## config.mk

```make
export PLATFORM = sky130hd
export DESIGN_NAME = standard_timer_control_core
export DESIGN_NICKNAME = d
export VERILOG_FILES = /design/src/design/timer_pkg.sv /design/src/design/pin_sync.sv /design/src/design/standard_timer_control_core.sv
export SDC_FILE = /design/constraint.sdc
export NUM_CORES = 1
export LEC_CHECK = 0
export BUFFER_PORTS_ARGS = -buffer_cell sky130_fd_sc_hd__buf_4
export CELL_PAD_IN_SITES_DETAIL_PLACEMENT = 1
export CELL_PAD_IN_SITES_GLOBAL_PLACEMENT = 2
export CORE_MARGIN = 2
export CORE_UTILIZATION = 32
export CTS_BUF_LIST = sky130_fd_sc_hd__clkbuf_8
export CTS_CLUSTER_SIZE = 14
export DETAILED_ROUTE_END_ITERATION = 12
export PLACE_DENSITY = 0.89
export SYNTH_ARGS = -nofsm -noshare
export SYNTH_HDL_FRONTEND = slang
export SYNTH_SLANG_ARGS = --single-unit
```

## constraint.sdc

```tcl
create_clock -name pclk -period 2 [get_ports pclk]
set_input_delay 0.5 -clock pclk [delete_from_list [all_inputs] [get_ports pclk]]
set_output_delay 0.5 -clock pclk [all_outputs]
set_load 0.01 [all_outputs]
```

## src/design/timer_pkg.sv

```systemverilog
/*
 * Package for the standard timer control core: register offsets, field
 * positions, reset values, mode and clock-select codes, and bus structs.
 * Assumes an APB slave with 32-bit data, one register per aligned word.
 */
package timer_pkg;

    // =========================================================================
    // Register byte addresses.
    localparam logic [7:0] ctrl_first_off  = 8'h00;
    localparam logic [7:0] ctrl_second_off = 8'h04;
    localparam logic [7:0] count_low_off   = 8'h08;
    localparam logic [7:0] count_high_off  = 8'h0C;
    localparam logic [7:0] cmp_a_low_off   = 8'h10;
    localparam logic [7:0] cmp_a_high_off  = 8'h14;
    localparam logic [7:0] cmp_p_off       = 8'h18;

    // =========================================================================
    // Field positions.
    localparam int pause_pos     = 7;
    localparam int clk_sel_lsb   = 4;
    localparam int on_off_pos    = 3;
    localparam int mode_lsb      = 6;
    localparam int out_fn_lsb    = 4;
    localparam int init_lvl_pos  = 3;
    localparam int polarity_pos  = 2;
    localparam int swap_pos      = 1;
    localparam int clr_sel_pos   = 0;
    localparam logic [7:0] ctrl_first_mask = 8'hF8;

    // =========================================================================
    // Values after reset.
    localparam logic [7:0]  ctrl_reset  = 8'h00;
    localparam logic [15:0] count_reset = 16'h0000;

    // =========================================================================
    // Codes.
    typedef enum logic [1:0] {
        mode_compare = 2'h0,
        mode_capture = 2'h1,
        mode_pwm     = 2'h2,
        mode_timer   = 2'h3
    } mode_e;

    typedef enum logic [1:0] {
        fn_none   = 2'h0,
        fn_low    = 2'h1,
        fn_high   = 2'h2,
        fn_toggle = 2'h3
    } out_fn_e;

    typedef enum logic [2:0] {
        ck_sys_div4  = 3'h0,
        ck_sys       = 3'h1,
        ck_high_d16  = 3'h2,
        ck_high_d64  = 3'h3,
        ck_time_base = 3'h4,
        ck_high_d8   = 3'h5,
        ck_pin_rise  = 3'h6,
        ck_pin_fall  = 3'h7
    } clk_sel_e;

    localparam int sys_div4_cycles = 4;

    // =========================================================================
    // Bus carriers.
    typedef struct packed {
        logic        psel;
        logic        penable;
        logic        pwrite;
        logic [7:0]  paddr;
        logic [31:0] pwdata;
    } apb_req_s;

    typedef struct packed {
        logic        pready;
        logic        pslverr;
        logic [31:0] prdata;
    } apb_rsp_s;

endpackage

```

## src/design/pin_sync.sv

```systemverilog
/*
 * Two-flop synchroniser with edge detection on the settled copy.
 * Assumes the input is asynchronous to pclk.
 */
`timescale 1ns/1ps
module pin_sync (
    input  wire logic pclk,
    input  wire logic presetn,
    input  wire logic async_in,
    output logic      level,
    output logic      rise,
    output logic      fall
);
    logic meta_q;
    logic sync_q;
    logic prev_q;

    // =========================================================================
    // Only sync_q reads meta_q; edges are taken from the settled stages.
    always_ff @(posedge pclk or negedge presetn) begin
        if (!presetn) begin
            meta_q <= 1'b0;
            sync_q <= 1'b0;
            prev_q <= 1'b0;
        end else begin
            meta_q <= async_in;
            sync_q <= meta_q;
            prev_q <= sync_q;
        end
    end

    assign level = sync_q;
    assign rise  = sync_q & ~prev_q;
    assign fall  = ~sync_q & prev_q;
endmodule

```

## src/design/standard_timer_control_core.sv

```systemverilog
/*
 * Control core of the 16-bit standard timer: APB register file, clock source
 * selection, run/pause/on-off control of the counter, clear on comparator
 * match, and compare-match output pin logic.
 * Assumes the internal divided clocks arrive as one-cycle pclk-domain ticks
 * and the external clock pin is asynchronous.
 */
// The APB slave port and the address map were chosen for this implementation.
`timescale 1ns/1ps

// Notes on behaviour
// - Setting the pause bit halts the counter and clearing it resumes counting.
// - A paused counter keeps its value and resumes from it, not from zero.
// - The three-bit clock select picks sys/4, sys, high/16, high/64, time-base, high/8, pin rise or pin fall.
// - The on/off bit gates the timer; when low the counter stops.
// - A rising edge of the on/off bit clears the counter to zero.
// - A falling edge of the on/off bit leaves the counter holding its value.
// - In compare match mode a rising on/off edge sets the output pin to the initial level bit.
// - The three low bits of the first control register always read as zero.
// - Mode 10 is PWM or single pulse and mode 11 is timer/counter with the output pin unused.
module standard_timer_control_core (
    input  wire logic                pclk,
    input  wire logic                presetn,
    input  wire timer_pkg::apb_req_s apb_req,
    output timer_pkg::apb_rsp_s      apb_rsp,
    input  wire logic                high_div16_tick,
    input  wire logic                high_div64_tick,
    input  wire logic                high_div8_tick,
    input  wire logic                time_base_tick,
    input  wire logic                external_clock_pin,
    output logic                     timer_output_pin,
    output logic                     timer_output_oe,
    output logic [1:0]               mode_select,
    output logic [1:0]               output_function,
    output logic                     match_a,
    output logic                     match_p
);
    logic [7:0]  ctrl_first_q;
    logic [7:0]  ctrl_second_q;
    logic [15:0] count_q;
    logic [15:0] cmp_a_q;
    logic [7:0]  cmp_p_q;
    logic        on_prev_q;
    logic [1:0]  div4_q;
    logic        out_q;
    logic [31:0] rdata_q;
    logic        pin_rise;
    logic        pin_fall;
    logic        tick;
    logic        counting;
    logic        on_rise;
    logic        wr_en;
    logic        rd_en;
    logic        a_hit;
    logic        p_hit;
    logic        clr_on_a;

    wire logic counter_pause_bit  = ctrl_first_q[timer_pkg::pause_pos];
    wire logic timer_on_off_bit   = ctrl_first_q[timer_pkg::on_off_pos];
    wire logic [2:0] counter_clock_select = ctrl_first_q[timer_pkg::clk_sel_lsb +: 3];
    wire logic output_initial_level_bit   = ctrl_second_q[timer_pkg::init_lvl_pos];
    wire logic counter_clear_select_bit   = ctrl_second_q[timer_pkg::clr_sel_pos];

    // Address decode shared by the write and read paths.
    function automatic logic addr_is(input logic [7:0] a, input logic [7:0] off);
        return a == off;
    endfunction

    // =========================================================================
    // Bus slave: zero wait states, error on an unmapped address.
    assign wr_en = apb_req.psel & apb_req.penable & apb_req.pwrite;
    assign rd_en = apb_req.psel & ~apb_req.penable & ~apb_req.pwrite;

    function automatic logic mapped(input logic [7:0] a);
        return addr_is(a, timer_pkg::ctrl_first_off) | addr_is(a, timer_pkg::ctrl_second_off)
             | addr_is(a, timer_pkg::count_low_off) | addr_is(a, timer_pkg::count_high_off)
             | addr_is(a, timer_pkg::cmp_a_low_off) | addr_is(a, timer_pkg::cmp_a_high_off)
             | addr_is(a, timer_pkg::cmp_p_off);
    endfunction

    always_comb begin
        apb_rsp.pready  = 1'b1;
        apb_rsp.pslverr = apb_req.psel & apb_req.penable & ~mapped(apb_req.paddr);
        apb_rsp.prdata  = rdata_q;
    end

    // Read data is captured in the setup cycle so it comes from a flip-flop.
    always_ff @(posedge pclk or negedge presetn) begin
        if (!presetn) begin
            rdata_q <= 32'h0000_0000;
        end else if (rd_en) begin
            unique case (1'b1)
                addr_is(apb_req.paddr, timer_pkg::ctrl_first_off):
                    rdata_q <= {24'h000000, ctrl_first_q & timer_pkg::ctrl_first_mask};
                addr_is(apb_req.paddr, timer_pkg::ctrl_second_off):
                    rdata_q <= {24'h000000, ctrl_second_q};
                addr_is(apb_req.paddr, timer_pkg::count_low_off):
                    rdata_q <= {24'h000000, count_q[7:0]};
                addr_is(apb_req.paddr, timer_pkg::count_high_off):
                    rdata_q <= {24'h000000, count_q[15:8]};
                addr_is(apb_req.paddr, timer_pkg::cmp_a_low_off):
                    rdata_q <= {24'h000000, cmp_a_q[7:0]};
                addr_is(apb_req.paddr, timer_pkg::cmp_a_high_off):
                    rdata_q <= {24'h000000, cmp_a_q[15:8]};
                addr_is(apb_req.paddr, timer_pkg::cmp_p_off):
                    rdata_q <= {24'h000000, cmp_p_q};
                default:
                    rdata_q <= 32'h0000_0000;
            endcase
        end
    end

    // =========================================================================
    // Control and compare registers. Bits 2..0 of the first are never stored.
    always_ff @(posedge pclk or negedge presetn) begin
        if (!presetn) begin
            ctrl_first_q  <= timer_pkg::ctrl_reset;
            ctrl_second_q <= timer_pkg::ctrl_reset;
            cmp_a_q       <= timer_pkg::count_reset;
            cmp_p_q       <= timer_pkg::ctrl_reset;
        end else if (wr_en) begin
            if (addr_is(apb_req.paddr, timer_pkg::ctrl_first_off)) begin
                ctrl_first_q <= apb_req.pwdata[7:0] & timer_pkg::ctrl_first_mask;
            end
            // Writing this while running is allowed but PWM output is then undefined.
            if (addr_is(apb_req.paddr, timer_pkg::ctrl_second_off)) begin
                ctrl_second_q <= apb_req.pwdata[7:0];
            end
            if (addr_is(apb_req.paddr, timer_pkg::cmp_a_low_off)) begin
                cmp_a_q[7:0] <= apb_req.pwdata[7:0];
            end
            if (addr_is(apb_req.paddr, timer_pkg::cmp_a_high_off)) begin
                cmp_a_q[15:8] <= apb_req.pwdata[7:0];
            end
            if (addr_is(apb_req.paddr, timer_pkg::cmp_p_off)) begin
                cmp_p_q <= apb_req.pwdata[7:0];
            end
        end
    end

    assign mode_select     = ctrl_second_q[timer_pkg::mode_lsb +: 2];
    assign output_function = ctrl_second_q[timer_pkg::out_fn_lsb +: 2];

    // =========================================================================
    // Clock source selection.
    pin_sync u_pin_sync (
        .pclk     (pclk),
        .presetn  (presetn),
        .async_in (external_clock_pin),
        .level    (),
        .rise     (pin_rise),
        .fall     (pin_fall)
    );

    always_ff @(posedge pclk or negedge presetn) begin
        if (!presetn) begin
            div4_q <= 2'h0;
        end else begin
            div4_q <= div4_q + 2'h1;
        end
    end

    always_comb begin
        unique case (timer_pkg::clk_sel_e'(counter_clock_select))
            timer_pkg::ck_sys_div4:  tick = (div4_q == 2'(timer_pkg::sys_div4_cycles - 1));
            timer_pkg::ck_sys:       tick = 1'b1;
            timer_pkg::ck_high_d16:  tick = high_div16_tick;
            timer_pkg::ck_high_d64:  tick = high_div64_tick;
            timer_pkg::ck_time_base: tick = time_base_tick;
            timer_pkg::ck_high_d8:   tick = high_div8_tick;
            timer_pkg::ck_pin_rise:  tick = pin_rise;
            timer_pkg::ck_pin_fall:  tick = pin_fall;
        endcase
    end

    // =========================================================================
    // Counter.
    assign on_rise  = timer_on_off_bit & ~on_prev_q;
    assign counting = timer_on_off_bit & ~counter_pause_bit & tick;
    assign clr_on_a = counter_clear_select_bit & (mode_select != timer_pkg::mode_pwm);
    assign a_hit    = counting & (count_q == cmp_a_q);
    // A P value of FF matches only at wrap, i.e. plain 16-bit overflow.
    assign p_hit    = counting & (count_q[15:8] == cmp_p_q) & (count_q[7:0] == 8'hFF);
    assign match_a  = a_hit;
    assign match_p  = p_hit;

    always_ff @(posedge pclk or negedge presetn) begin
        if (!presetn) begin
            on_prev_q <= 1'b0;
        end else begin
            on_prev_q <= timer_on_off_bit;
        end
    end

    always_ff @(posedge pclk or negedge presetn) begin
        if (!presetn) begin
            count_q <= timer_pkg::count_reset;
        end else if (on_rise) begin
            count_q <= timer_pkg::count_reset;
        end else if (counting) begin
            if ((clr_on_a & a_hit) | (~clr_on_a & p_hit)) begin
                count_q <= timer_pkg::count_reset;
            end else begin
                count_q <= count_q + 16'h0001;
            end
        end
        // Paused or switched off: value is simply kept.
    end

    // =========================================================================
    // Output pin in compare match mode; unused in timer/counter mode.
    always_ff @(posedge pclk or negedge presetn) begin
        if (!presetn) begin
            out_q <= 1'b0;
        end else if (mode_select == timer_pkg::mode_compare) begin
            if (on_rise) begin
                out_q <= output_initial_level_bit;
            end else if (a_hit) begin
                unique case (timer_pkg::out_fn_e'(output_function))
                    timer_pkg::fn_none:   out_q <= out_q;
                    timer_pkg::fn_low:    out_q <= 1'b0;
                    timer_pkg::fn_high:   out_q <= 1'b1;
                    timer_pkg::fn_toggle: out_q <= ~out_q;
                endcase
            end
        end
    end

    assign timer_output_pin = out_q;
    assign timer_output_oe  = (mode_select != timer_pkg::mode_timer);

    // =========================================================================
    // Checks.
    a_pause_holds: assert property (@(posedge pclk) disable iff (!presetn)
        (counter_pause_bit && $past(counter_pause_bit) && !on_rise) |-> $stable(count_q))
        else $error("counter moved while paused");
    a_off_holds: assert property (@(posedge pclk) disable iff (!presetn)
        (!$past(timer_on_off_bit) && !on_rise) |-> $stable(count_q))
        else $error("counter moved while off");
    a_rise_clears: assert property (@(posedge pclk) disable iff (!presetn)
        on_rise |=> (count_q == 16'h0000))
        else $error("counter not cleared on enable");
    a_sys_counts: assert property (@(posedge pclk) disable iff (!presetn)
        (counting && counter_clock_select == 3'h1 && !a_hit && !p_hit && !on_rise)
        |=> (count_q == $past(count_q) + 16'h0001))
        else $error("counter did not advance");
    a_init_level: assert property (@(posedge pclk) disable iff (!presetn)
        (on_rise && mode_select == 2'h0) |=> (out_q == $past(output_initial_level_bit)))
        else $error("output not set to initial level");
    a_low_read_zero: assert property (@(posedge pclk) disable iff (!presetn)
        ctrl_first_q[2:0] == 3'h0)
        else $error("unimplemented bits set");
    a_timer_no_pin: assert property (@(posedge pclk) disable iff (!presetn)
        (mode_select == 2'h3) |-> !timer_output_oe)
        else $error("pin driven in timer mode");
    a_toggle_on_a: assert property (@(posedge pclk) disable iff (!presetn)
        (a_hit && !on_rise && mode_select == 2'h0 && output_function == 2'h3)
        |=> (out_q != $past(out_q)))
        else $error("output did not toggle");
endmodule

```

* Yosys cells after proc, flatten, opt, wreduce, memory -nomap -nowiden
Cells that the tools add are included.
** Cells by class
- Eq/ne operators :: 23
- Bitwise logic cells :: 32
- Multiplexer cells :: 8
- Reductions and logical operators :: 12
- $add $sub $neg :: 2
** Operators with widths (number)
- $pmux W8 S7 :: 1
- $mux W16 :: 3
- $eq A8 B5 Y1 const B :: 3
- $add A16 B1 Y16 const B :: 1
- $and A1 B1 Y1 :: 16
- $eq A16 B16 Y1 :: 1
- $eq A8 B4 Y1 const B :: 2
- $eq A3 B3 Y1 const B :: 4
- $reduce_and A2 Y1 :: 5
- $not A1 Y1 :: 9
- $eq A8 B3 Y1 const B :: 1
- $eq A8 B8 Y1 :: 1
- $eq A8 B8 Y1 const B :: 1
- $logic_not A8 Y1 :: 1
- $pmux W1 S8 :: 1
- $or A1 B1 Y1 :: 7
- $eq A2 B2 Y1 const B :: 3
- $eq A3 B2 Y1 const B :: 2
- $ne A2 B2 Y1 const B :: 3
- $logic_not A2 Y1 :: 2
- $reduce_bool A2 Y1 :: 2
- $eq A3 B1 Y1 const B :: 1
- $logic_not A3 Y1 :: 1
- $pmux W1 S3 :: 1
- other kinds (4) :: 5
** Word-level totals
- Output and inout port bits :: 42
- Logic and storage cells :: 90
- Register bits :: 92
- Bits of input ports :: 50

* Depth between registers and ports, before layout
- Word-level depth :: 11
- Depth in mapped cells :: 9
- Depth with buffers taken out :: 7

* Modules after synthesis
Synthesis repeated with hierarchy kept, for this count alone.
** Unflattened totals
- Cell total of the unflattened synthesis :: 363
- Area total of the unflattened synthesis :: 3905.0 µm²
** By module, submodules not included
- standard_timer_control_core :: times used 1, area each 3814.9 µm², cells each 358, sequential area each 1626.6 µm²
- pin_sync :: times used 1, area each 90.1 µm², cells each 5, sequential area each 75.1 µm²

* Worst setup path before layout
OpenSTA, ideal clock, no wires.
- Path type :: input to register
- Start :: input apb_req[37] (netlist name)
- End :: register ctrl_second_q[0]
- Arrival :: 1.975 ns
- Data required time :: 1.875 ns
- Buffers on the path :: 1
- Library setup time :: 0.125 ns
- Stages :: 6
- Path slack :: -0.100 ns
- Cells stage by stage :: nor3_1 -> nand2_1 -> nor4_1 -> and4_1 -> buf_2 -> mux2_2
** Between the ends
- Cells in the longest elaborated chain, start to end :: 2
** RTL lines
- start, declared :: line standard_timer_control_core.sv:24 : input wire timer_pkg::apb_req_s apb_req,
- $eq A8 B3 Y1 :: line standard_timer_control_core.sv:66 : return a == off;
- $reduce_and A2 Y1 (no source line)
- end signal, assigned :: line standard_timer_control_core.sv:118 : ctrl_second_q <= timer_pkg::ctrl_reset;
- end signal, assigned :: line standard_timer_control_core.sv:127 : ctrl_second_q <= apb_req.pwdata[7:0];
- end, declared :: line standard_timer_control_core.sv:39 : logic [7:0] ctrl_second_q;
No other way between the ends.
A chain may end at the register's enable or synchronous reset.

* Worst setup path in the final report
- Start :: register count_q[9]
- End :: output match_a
** Between the ends
- Cells in the longest elaborated chain, start to end :: 2
** RTL lines
- start, declared :: line standard_timer_control_core.sv:40 : logic [15:0] count_q;
- start signal, assigned :: line standard_timer_control_core.sv:197 : count_q <= timer_pkg::count_reset;
- start signal, assigned :: line standard_timer_control_core.sv:199 : count_q <= timer_pkg::count_reset;
- start signal, assigned :: line standard_timer_control_core.sv:202 : count_q <= timer_pkg::count_reset;
- $eq A16 B16 Y1 :: line standard_timer_control_core.sv:181 : assign a_hit = counting & (count_q == cmp_a_q);
- $and A1 B1 Y1 :: line standard_timer_control_core.sv:181
- end, declared :: line standard_timer_control_core.sv:35 : output logic match_a,
No other way between the ends.

==> results.txt <==
status - finished, violations left
failing checks - setup timing
max_slew headroom - 0.443
clock transition at the registers of the reported paths - 0.09 ns
DR WL/cell - 20.0 microns
Syn-to-layout area delta - 36.4%
startpoint types - register
Synth Warn # - 0
CP required - 1.50 ns
final cell count without fillers - 618
Via density - 5.29
n_diodes - 0
post-synthesis sequential area ratio - 0.437
Worst Skew - 0.0191 ns
Worst VDD drop - 0.274 mV
vias in the first global route - 3466
Post-layout nets - 518
RSZ-0062 raised after global routing - true
drt pass-1 iters - 4
DP Wirelength - 8.80 mm
crit path max fanout - 3
WL final - 12.4 mm
core area - 12000 sq um
Post-synth top cells - 68 x dfrtp_1, 38 x mux2_2, 30 x buf_4, 24 x nand2_1, 22 x nor2_1
Hold Crit Class - in -> async
Die H - 114 microns
DRC - 0
top cells by area, synth - dfrtp_1 44%, mux2_2 11%, buf_4 5.8%, xnor2_1 4.1%, xor2_1 3.8%
TritonCTS clock tree - built
syn avg cell area - 10.6 sq um
largest area contributor in the netlist - dfrtp_1
Final Worst Setup Slack - -0.397 ns
Iter 0 DRT Violations - 266
top cell type's share of synthesized area - 0.437
number of distinct library cells after synthesis - 49
Final Critical Period - 2.40 ns
post-layout util - 0.444
routability cong. - 0.911
PortBufs - 42
IO Count - 92
Final Hold Viols - 0
Place WS - -0.193 ns
number of routed nets with antenna violations - 0
WS Path Type - reg -> out
initial antenna violation count - 0
pin count of the biggest net entering global routing - 31
DIE AREA - 13100 sq um
vias - 3271
crit end category - output pin
Die Width - 114 microns
GRT Overall Usage - 0.192
Post-Syn Area - 3890 sq um
global route overflow - 0
TNS Setup - -1.72 ns
hold slack final - 0.0258 ns
CP Launch Point - count_q[9]
Worst path max stage delay - 0.43 ns
CP delay by family, top - simple AND/OR/NAND/NOR gates
final setup fails - 15
clk_lat worst skew - 0.38 ns
top-count cell post-synth - dfrtp_1
Inserted Clock Buffers - 9
CP Data Arrival Time - 1.90 ns
top_reg_cell synth - dfrtp_1
Slew Viols, Final - 0
CTS Buffer Depth - 2
CP cell instances - xnor2_1, nand4_1, nor4_2, buf_4, and2_4, buf_6
cells after synthesis - 368
ys async rst share - 1.00
number of H-tree levels - 3
CP bufs+invs - 2
Power Dens Cells - 592 nW/um^2
Max Clk Rate - 417 MHz
LEAKAGE - 2.45 nW
MaxCap Viol Count - 0
ratio of final minimum period to clock period - 1.20
initial core utilization - 0.325
share of post-route cells with drive strength above 1 - 0.461
launch point of the worst reg-to-reg path - ctrl_first_q[6]
CTS Root Cell - clkbuf_8
Clock Sinks - 68
CP max stage cell - dfrtp_1
flops & latches, synth - 68
Post-synth EDFFs - 0
Least-Margin Pin Slew - 0.830 ns
first-pass GRT wire length - 19.1 mm
number of core rows - 40
Placed Cells - 590
registers in the layout, indices dropped and copies added (netlist names):
name / cells
ctrl_second_q: 8
rdata_q: 8
u_pin_sync.level: 1
timer_output_pin: 1
div4_q: 2
cmp_p_q: 8
on_prev_q: 1
ctrl_first_q: 5
cmp_a_q: 16
u_pin_sync.prev_q: 1
u_pin_sync.meta_q: 1
count_q: 16
cell type report:
cell class	instances	area (sq um)
repair buffers	113	933
inverters	6	30.0
multi-input cells	268	2200
clock buffers	10	138
well taps	147	184
flip-flops and latches	68	1710
clock inverters	6	111
fillers	1303	6650
where the power goes:
group | switching [mW] | internal (mW)
Sequential | 0.0200 | 1.39
Clock | 0.582 | 0.862
Combinational | 0.164 | 0.123
Total | 0.766 | 2.38
per-stage QoR:
step | total power, mW | instance area [sq um]
floorplan | 1.58 | 4030
global placement | 1.69 | 4700
detailed placement | 1.70 | 4700
CTS | 3.14 | 5050
global route | 3.24 | 5310
finish | 3.14 | 5310
worst reg2reg max path, stage by stage (launching register included):
cell and delay (ns):
dfrtp_2 0.44, mux2_4 0.22, o22ai_4 0.08, a2111oi_4 0.44, buf_4 0.21, buf_6 0.10, clkbuf_16 0.14, nand4_1 0.12
xor2_1 0.18, nor2_1 0.06
what timing repair did:
action,4_1_cts,5_1_grt
hold buffers,0,0
pin swaps,8,14
buffers inserted,6,4
resized for setup,15,43
cloned,0,2
endpoints found under the setup margin,17,19
per-layer routing:
layer | up-vias | part of all wire | global-route usage
met2 | 86 | 0.52 | 0.330
met1 | 1684 | 0.41 | 0.243
met5 | - | 0 | 0
li1 | 1472 | - | -
met4 | 0 | 0.026 | 0.0715
met3 | 29 | 0.039 | 0.0318
path summary, 6_finish.rpt:
path	endpoint	slack, ns	cells past startpoint
worst max-delay path	match_a	-0.40	6
worst min-delay path	count_q[2]	0.03	1
worst max register to register	count_q[10]	-0.12	9
worst min register to register	u_pin_sync.level	0.36	0
max in group asynchronous	rdata_q[3]	1.41	2
min in group pclk	u_pin_sync.meta_q	0.24	1
cells by family after synthesis:
family,share of synthesized area
AO/OA/AOI/OAI,0.106
other,0.00193
buffers and inverters,0.0830
adder cells (fa/ha/maj),0.00643
AND/OR/NAND/NOR,0.143
XOR/XNOR,0.0788
multiplexers,0.143
flip-flops,0.437
layout by cell type (no fill, tap or decap), drive strengths merged, types with 7 or more instances in the layout:
cell	count
a21oi	11
a221oi	11
buf	112
clkbuf	11
conb	25
dfrtp	68
mux2	41
nand2	24
nand4	9
nor2	22
nor3	7
nor4	7
o21ai	14
xnor2	18
xor2	17
No activity file was read; power rests on OpenSTA's default activity.
